$ cat src/hw/flash_opt_consts.svh
`ifndef FLASH_OPT_CONSTS_SVH
`define FLASH_OPT_CONSTS_SVH
`define OFS_RATIO 4'h0
`define OFS_OPTION 4'h4
`define OFS_KEYCTL 4'h8
`define OFS_KEYDATA 4'hC
`define BIT_LOADED 7
`define BIT_PRESCALE 6
`define BIT_BACKDOOR 7
`define BIT_REMAP_OFF 6
`define BIT_KEY_ENTRY 0
`define RATIO_RST 6'h00
`define OPT_RST 8'hFF
`define LOCK_OPEN 2'b10
`define KEY_BYTES 4'h8
`define PRESCALE_LAST 3'h7
`define TB_MIN_KHZ 150
`define TB_MAX_KHZ 200
`define CLK_MHZ 50
`endif

$ cat src/hw/flash_opt_pkg.sv
package flash_opt_pkg;
  typedef struct packed {
    logic waitreq;
    logic [31:0] rdata;
    logic opt_loaded;
    logic [7:0] opt;
    logic ratio_loaded;
    logic prescale8;
    logic [5:0] ratio;
    logic [2:0] pre_cnt;
    logic [5:0] div_cnt;
    logic tick;
    logic key_access;
    logic [3:0] key_idx;
    logic key_match;
    logic key_unlocked;
    logic blank_unlocked;
    logic secure;
    logic remap_en;
    logic busy;
    logic [7:0] pulses_left;
    logic done;
    logic refused;
  } state_t;
endpackage : flash_opt_pkg

$ cat src/hw/flash_clock_and_security_options.sv
// Chosen here: the Avalon-MM slave port and the register offsets.
`timescale 1ns/100ps
`include "flash_opt_consts.svh"
module flash_clock_and_security_options (
  // Clock and reset
  input wire logic clock,
  input wire logic rstn,
  // Avalon-MM slave
  input wire logic [3:0] address,
  input wire logic read,
  input wire logic write,
  input wire logic [31:0] writedata,
  output logic [31:0] readdata,
  output logic waitrequest,
  // Access source sideband, same clock as the bus
  input wire logic debug_source,
  // Nonvolatile array contents
  input wire logic [7:0] nonvolatile_option_byte,
  input wire logic [63:0] stored_unlock_key,
  input wire logic blank_check_ok,
  // Erase and program requests from the sequencer
  input wire logic pe_request,
  input wire logic [7:0] pe_pulse_count,
  output logic pe_busy,
  output logic pe_done,
  output logic pe_refused,
  // Timebase and security outputs
  output logic flash_timebase_tick,
  output logic secure_state,
  output logic unsecured_access_block,
  output logic vector_remap_enable
);
  import flash_opt_pkg::*;

  state_t st;
  state_t next_st;
  logic req_cycle;
  logic ack_cycle;
  logic pre_tick;
  logic [1:0] lock_state_code;
  logic [7:0] key_byte;

  // Answer comes one edge after the request, so writes commit there
  assign req_cycle = (read || write) && st.waitreq;
  assign ack_cycle = (read || write) && !st.waitreq;

  always_comb begin
    lock_state_code = st.opt[1:0];
    if (st.key_unlocked || st.blank_unlocked) begin
      lock_state_code = `LOCK_OPEN;
    end
    pre_tick = !st.prescale8 || (st.pre_cnt == `PRESCALE_LAST);
    key_byte = stored_unlock_key[{st.key_idx[2:0], 3'h0} +: 8];
  end

  always_comb begin
    next_st = st;
    next_st.waitreq = !req_cycle;
    next_st.done = 1'b0;
    next_st.refused = 1'b0;
    next_st.tick = 1'b0;

    // Shadow is latched once after reset release and then frozen
    if (!st.opt_loaded) begin
      next_st.opt_loaded = 1'b1;
      next_st.opt = nonvolatile_option_byte;
    end

    // Timebase divider
    next_st.pre_cnt = st.pre_cnt + 3'h1;
    if (pre_tick) begin
      if (st.div_cnt >= st.ratio) begin
        next_st.div_cnt = 6'h00;
        next_st.tick = 1'b1;
      end else begin
        next_st.div_cnt = st.div_cnt + 6'h01;
      end
    end

    // Register reads
    if (req_cycle && read) begin
      case (address)
        `OFS_RATIO: begin
          next_st.rdata = {24'h0, st.ratio_loaded, st.prescale8, st.ratio};
        end
        `OFS_OPTION: begin
          next_st.rdata = {24'h0, st.opt[7:6], 4'h0,
                           lock_state_code};
        end
        `OFS_KEYCTL: begin
          next_st.rdata = {26'h0, st.key_idx, st.secure, st.key_access};
        end
        default: begin
          next_st.rdata = 32'h0;
        end
      endcase
    end

    // Register writes take effect at the answering edge only
    if (ack_cycle && write) begin
      case (address)
        `OFS_RATIO: begin
          next_st.ratio_loaded = 1'b1;
          next_st.prescale8 = writedata[`BIT_PRESCALE];
          next_st.ratio = writedata[5:0];
        end
        `OFS_KEYCTL: begin
          if (!debug_source) begin
            next_st.key_access = writedata[`BIT_KEY_ENTRY];
            if (writedata[`BIT_KEY_ENTRY] && !st.key_access) begin
              next_st.key_idx = 4'h0;
              next_st.key_match = 1'b1;
            end
            // Closing key entry runs the comparison
            if (!writedata[`BIT_KEY_ENTRY] && st.key_access &&
                st.key_match && st.key_idx == `KEY_BYTES &&
                st.opt[`BIT_BACKDOOR]) begin
              next_st.key_unlocked = 1'b1;
            end
          end
        end
        `OFS_KEYDATA: begin
          // Debug writes never advance the key sequence
          if (st.key_access && !debug_source) begin
            if (st.key_idx == `KEY_BYTES) begin
              next_st.key_match = 1'b0;
            end else begin
              next_st.key_idx = st.key_idx + 4'h1;
              if (writedata[7:0] != key_byte) begin
                next_st.key_match = 1'b0;
              end
            end
          end
        end
        default: begin
        end
      endcase
    end

    if (blank_check_ok) begin
      next_st.blank_unlocked = 1'b1;
    end

    next_st.secure = (lock_state_code != `LOCK_OPEN);
    next_st.remap_en = !st.opt[`BIT_REMAP_OFF];

    // Erase and program timing, counted in timebase ticks; the first pulse can end one clock after the start
    // A refused request must not swallow a pulse of the running operation
    if (st.busy && st.tick) begin
      next_st.pulses_left = st.pulses_left - 8'h01;
      if (st.pulses_left == 8'h01) begin
        next_st.busy = 1'b0;
        next_st.done = 1'b1;
      end
    end
    if (pe_request) begin
      if (!st.ratio_loaded || st.busy) begin
        next_st.refused = 1'b1;
      end else begin
        next_st.busy = 1'b1;
        next_st.pulses_left = (pe_pulse_count == 8'h00) ? 8'h01 :
                              pe_pulse_count;
      end
    end
  end

  always_ff @(posedge clock or negedge rstn) begin
    if (!rstn) begin
      st <= '0;
      st.waitreq <= 1'b1;
      st.opt <= `OPT_RST;
      st.ratio <= `RATIO_RST;
      st.key_match <= 1'b1;
      st.secure <= 1'b1;
    end else begin
      st <= next_st;
    end
  end

  assign readdata = st.rdata;
  assign waitrequest = st.waitreq;
  assign pe_busy = st.busy;
  assign pe_done = st.done;
  assign pe_refused = st.refused;
  assign flash_timebase_tick = st.tick;
  assign secure_state = st.secure;
  assign unsecured_access_block = st.secure;
  assign vector_remap_enable = st.remap_en;
endmodule : flash_clock_and_security_options

$ cat config.mk
export PLATFORM = sky130hd
export DESIGN_NAME = flash_clock_and_security_options
export DESIGN_NICKNAME = d
export VERILOG_FILES = /design/src/hw/flash_opt_pkg.sv /design/src/hw/flash_clock_and_security_options.sv
export VERILOG_INCLUDE_DIRS = /design/src /design/src/hw
export SDC_FILE = /design/constraint.sdc
export NUM_CORES = 1
export LEC_CHECK = 0
export BUFFER_PORTS_ARGS = -buffer_cell sky130_fd_sc_hd__buf_2
export CAP_MARGIN = 20
export CORE_UTILIZATION = 30
export DETAILED_ROUTE_END_ITERATION = 6
export PLACE_DENSITY = 0.67
export SYNTH_ARGS = -nofsm -noshare
export SYNTH_HDL_FRONTEND = slang
export SYNTH_SLANG_ARGS = --single-unit
$ cat constraint.sdc
create_clock -name clock -period 1.8 [get_ports clock]
set_input_delay 0.09 -clock clock [delete_from_list [all_inputs] [get_ports clock]]
set_output_delay 0.09 -clock clock [all_outputs]
set_load 0.01 [all_outputs]
==> results.toml <==
[setup_path]
critical_path_required_ns = 2.02
critical_path.max_stage_delay_ns = 0.57
worstSetupPathType = "reg2reg"
worst-path-max-fanout = 3
crit_arrival_ns = 2.25
path_cells = "mux4_1, nor2_1, a311oi_1, xnor2_1, nand4_1, or4_1, o21ai_1"
cp_num_buf_inv = 0
timing.critical_path.from_type = "register"
worst-r2r-setup-slack_ns = -0.22
crit_slowest_cell = "sky130_fd_sc_hd__mux4_1"
critPathCaptureType = "register"
path_delay_family = "simple AND/OR/NAND/NOR gates"

[timing]
final_max_slew_viol_count = 0
layout_worst_path_cycle_share_pct = 112
timing.final.setup_violations = 8
hold_ws_ns = 0.0377
rsz_0062_raised_after_global_routing = "true"
max_frequency_mhz = 495
finalClockSkew_ns = 0.00681
final_hold_vio_count = 0
finalWorstPathRequiredPeriod_ns = 2.02
post-route-worst-setup-slack_ns = -0.221

[global_route]
number_of_global_route_vias_before_repair = 2748
grt_util_met2_pct = 24.5
track_usage_pct = 13.7
grt_first_pass_wirelength_mm = 12.6
globalRoute.busiestLayer = "met2"
grt_antenna_before_repair = 0
largest_net_degree_at_the_start_of_global_routing = 30
met1_usage_pct = 16.9
grt-ovfl-total = 0
groute.layer.met3.usage_pct = 2.71

[route]
routed_wirelength_mm = 7.67
ant_nets = 0
vias = 2801
drc = 0
first_pass_iters = 4
drt_iter0_drc = 95
vias_per_cell = 4.70
routed_wire_length_per_instance_um = 12.9

[synth]
synth.yosys.warnings = 0
post_synth_num_cell_types = 44
synthMostInstantiatedCell = "sky130_fd_sc_hd__dfrtp_1"
synth.yosys.seq_area_share_pct = 39.4
post-synth-top-area-fraction_pct = 34.0
synth_edf_count = 0
synth_largest_area_cell = "sky130_fd_sc_hd__dfrtp_1"
synthCells = 327
synth_area_per_cell_um2 = 10.4
synth_seq_cells = 53
yosys-top-cells-area = "sky130_fd_sc_hd__dfrtp_1 34%, sky130_fd_sc_hd__buf_4 7.3%, sky130_fd_sc_hd__mux4_2 7.3%"
synth_flop_cell = "sky130_fd_sc_hd__dfrtp_1"
asyncSetResetFlopFracSynth_pct = 100
synth_area_um2 = 3390
post_synth_most_frequent_cells = "46 x sky130_fd_sc_hd__dfrtp_1, 33 x sky130_fd_sc_hd__buf_4, 23 x sky130_fd_sc_hd__nand2_1"

[power]
power.leakage_nw = 2.17
total_power_w = 0.00411
power_density_relative_to_cell_area_nw_per_um2 = 929
ir_drop_mv = 0.480

[hold_path]
worst_hold_path_type = "in2reg"

[clocking]
worst_setup_hold_path_clk_slew_ns = 0.07
cts_inserted_buffers = 5
clock_tree.root_cell = "sky130_fd_sc_hd__clkbuf_16"
cts.htree.levels = 2
tritoncts = "built"
worstSkewPairLatency_ns = 0.29
cts_num_sinks = 53
cts_buffer_depth = 2

[floorplanning]
initial_core_util_pct = 31.0
std_cell_rows = 38
die_width_um = 108
full_die_area_um2 = 11700
num_io_pins = 163
design.core.area_um2 = 10900
chip_height_um = 108

[finish]
diodes = 0
syn2layout_area_growth_pct = 30.4
finish.net_count = 591
layout.area.seq_um2 = 1340
area_of_the_multi_input_gates_um2 = 1830
drive_gt1_share_pct = 41.7
nFillCells = 1068

[place]
half_perimeter_wire_length_of_the_detailed_placement_result_mm = 6.39
placement.io_buffers = 110
gp_congestion = 0.769

[run_status]
run_status = "complete, but fails checks"
failed_checks = "negative setup slack"

[job]
drv.max_cap_violation_count = 0
[sequential cells by signal, indices dropped and copies added, names as in the netlist]
register,cells
st,38
readdata,8
flash_timebase_tick,1
pe_busy,1
pe_done,1
pe_refused,1
secure_state,1
vector_remap_enable,1
waitrequest,1
[what timing repair did]
action,4_1_cts,5_1_grt
pin swaps,3,1
buffers inserted,1,1
hold buffers,4,0
resized for setup,11,5
cloned,0,1
hold endpoints to repair,48,0
setup endpoints to repair,8,8
[logic make-up (layout without fill, tap and decap cells)]
family / after synthesis / count (layout) / synth area share (%)
AND/OR/NAND/NOR: 90 / 90 / 13.2
buffers and inverters: 62 / 168 / 10.8
flip-flops: 53 / 53 / 39.4
AO/OA/AOI/OAI: 49 / 49 / 9.08
multiplexers: 41 / 41 / 18.1
XOR/XNOR: 17 / 17 / 4.39
adder cells (fa/ha/maj): 13 / 13 / 4.80
other: 2 / 25 / 0.222
[report_power, final]
| group | internal, W | switching, W | total [W] |
|---|---|---|---|
| Combinational | 0.000902 | 0.000670 | 0.00157 |
| Clock | 0.000519 | 0.000424 | 0.000943 |
| Sequential | 0.00140 | 0.000185 | 0.00159 |
| Total | 0.00283 | 0.00128 | 0.00411 |
[worst reg2reg max path, stage by stage, from the launching register on]
cell and delay, ns:
sky130_fd_sc_hd__dfrtp_2 0.43, sky130_fd_sc_hd__mux4_1 0.57, sky130_fd_sc_hd__nor2_1 0.10, sky130_fd_sc_hd__a311oi_1 0.06
sky130_fd_sc_hd__xnor2_1 0.15, sky130_fd_sc_hd__nand4_1 0.12, sky130_fd_sc_hd__or4_1 0.40, sky130_fd_sc_hd__o21ai_1 0.13
[layout make-up]
type | count | area share (%)
tap | 140 | 3.96
clock buffer | 6 | 2.92
clock inverter | 2 | 0.311
inverter | 17 | 1.44
multi-input combinational | 235 | 41.3
timing repair buffer | 143 | 19.8
sequential | 53 | 30.2
[path summary, 6_finish.rpt]
kind	startpoint	end	depth (start not counted)
hold / removal	nonvolatile_option_byte[0]	st[39]	2
hold reg to reg	st[28]	st[28]	1
setup / recovery	st[16]	st[15]	7
max in group asynchronous	rstn	st[15]	3
setup reg to reg	st[16]	st[15]	7
min in group asynchronous	rstn	st[5]	2
[routing by layer]
metal	vias to the layer above	part of all wire (%)
met5	-	0
met4	0	0.83
met3	5	5.7
met2	112	50
met1	1336	44
li1	1348	-
[per-stage QoR]
step	setup slack (ns)	instance area [um^2]	util, %	setup TNS [ns]	instances
6_report	-0.221	4420	40.4	-0.811	596
5_1_grt	-0.344	4420	40.4	-1.67	596
4_1_cts	-0.221	4370	40.0	-0.830	594
3_5_place_dp	-0.206	4140	37.8	-0.914	581
3_3_place_gp	-0.155	4140	37.8	-0.482	581
2_1_floorplan	-0.130	3480	-	-0.243	350
[cell usage in the layout (no fill, tap or decap), types with 3 or more instances in the layout]
cell                              n
sky130_fd_sc_hd__buf_4           22
sky130_fd_sc_hd__buf_6            3
sky130_fd_sc_hd__ha_1            13
sky130_fd_sc_hd__clkbuf_16        6
sky130_fd_sc_hd__xor2_1           8
sky130_fd_sc_hd__nand3_1          7
sky130_fd_sc_hd__a211oi_1         4
sky130_fd_sc_hd__buf_12           3
sky130_fd_sc_hd__mux4_1           3
sky130_fd_sc_hd__dlygate4sd3_1    4
sky130_fd_sc_hd__o31ai_1          4
sky130_fd_sc_hd__nand4_1          3
sky130_fd_sc_hd__nor4_1           3
sky130_fd_sc_hd__nand2b_1         5
sky130_fd_sc_hd__nor2b_1          5
sky130_fd_sc_hd__nand2_1         23
sky130_fd_sc_hd__dfrtp_1         45
sky130_fd_sc_hd__inv_1           15
sky130_fd_sc_hd__mux2i_1         15
sky130_fd_sc_hd__xnor2_1          9
sky130_fd_sc_hd__mux4_2          11
sky130_fd_sc_hd__buf_2          110
sky130_fd_sc_hd__nor3_1           5
sky130_fd_sc_hd__a21oi_1         13
sky130_fd_sc_hd__a21o_1           5
sky130_fd_sc_hd__or3_1            3
sky130_fd_sc_hd__mux2_2          12
sky130_fd_sc_hd__dfstp_2          7
sky130_fd_sc_hd__o21ai_0          7
sky130_fd_sc_hd__nor2_1          22
sky130_fd_sc_hd__nand3b_1         3
sky130_fd_sc_hd__conb_1          25
Note: power is estimated with default switching activity, not from simulation.
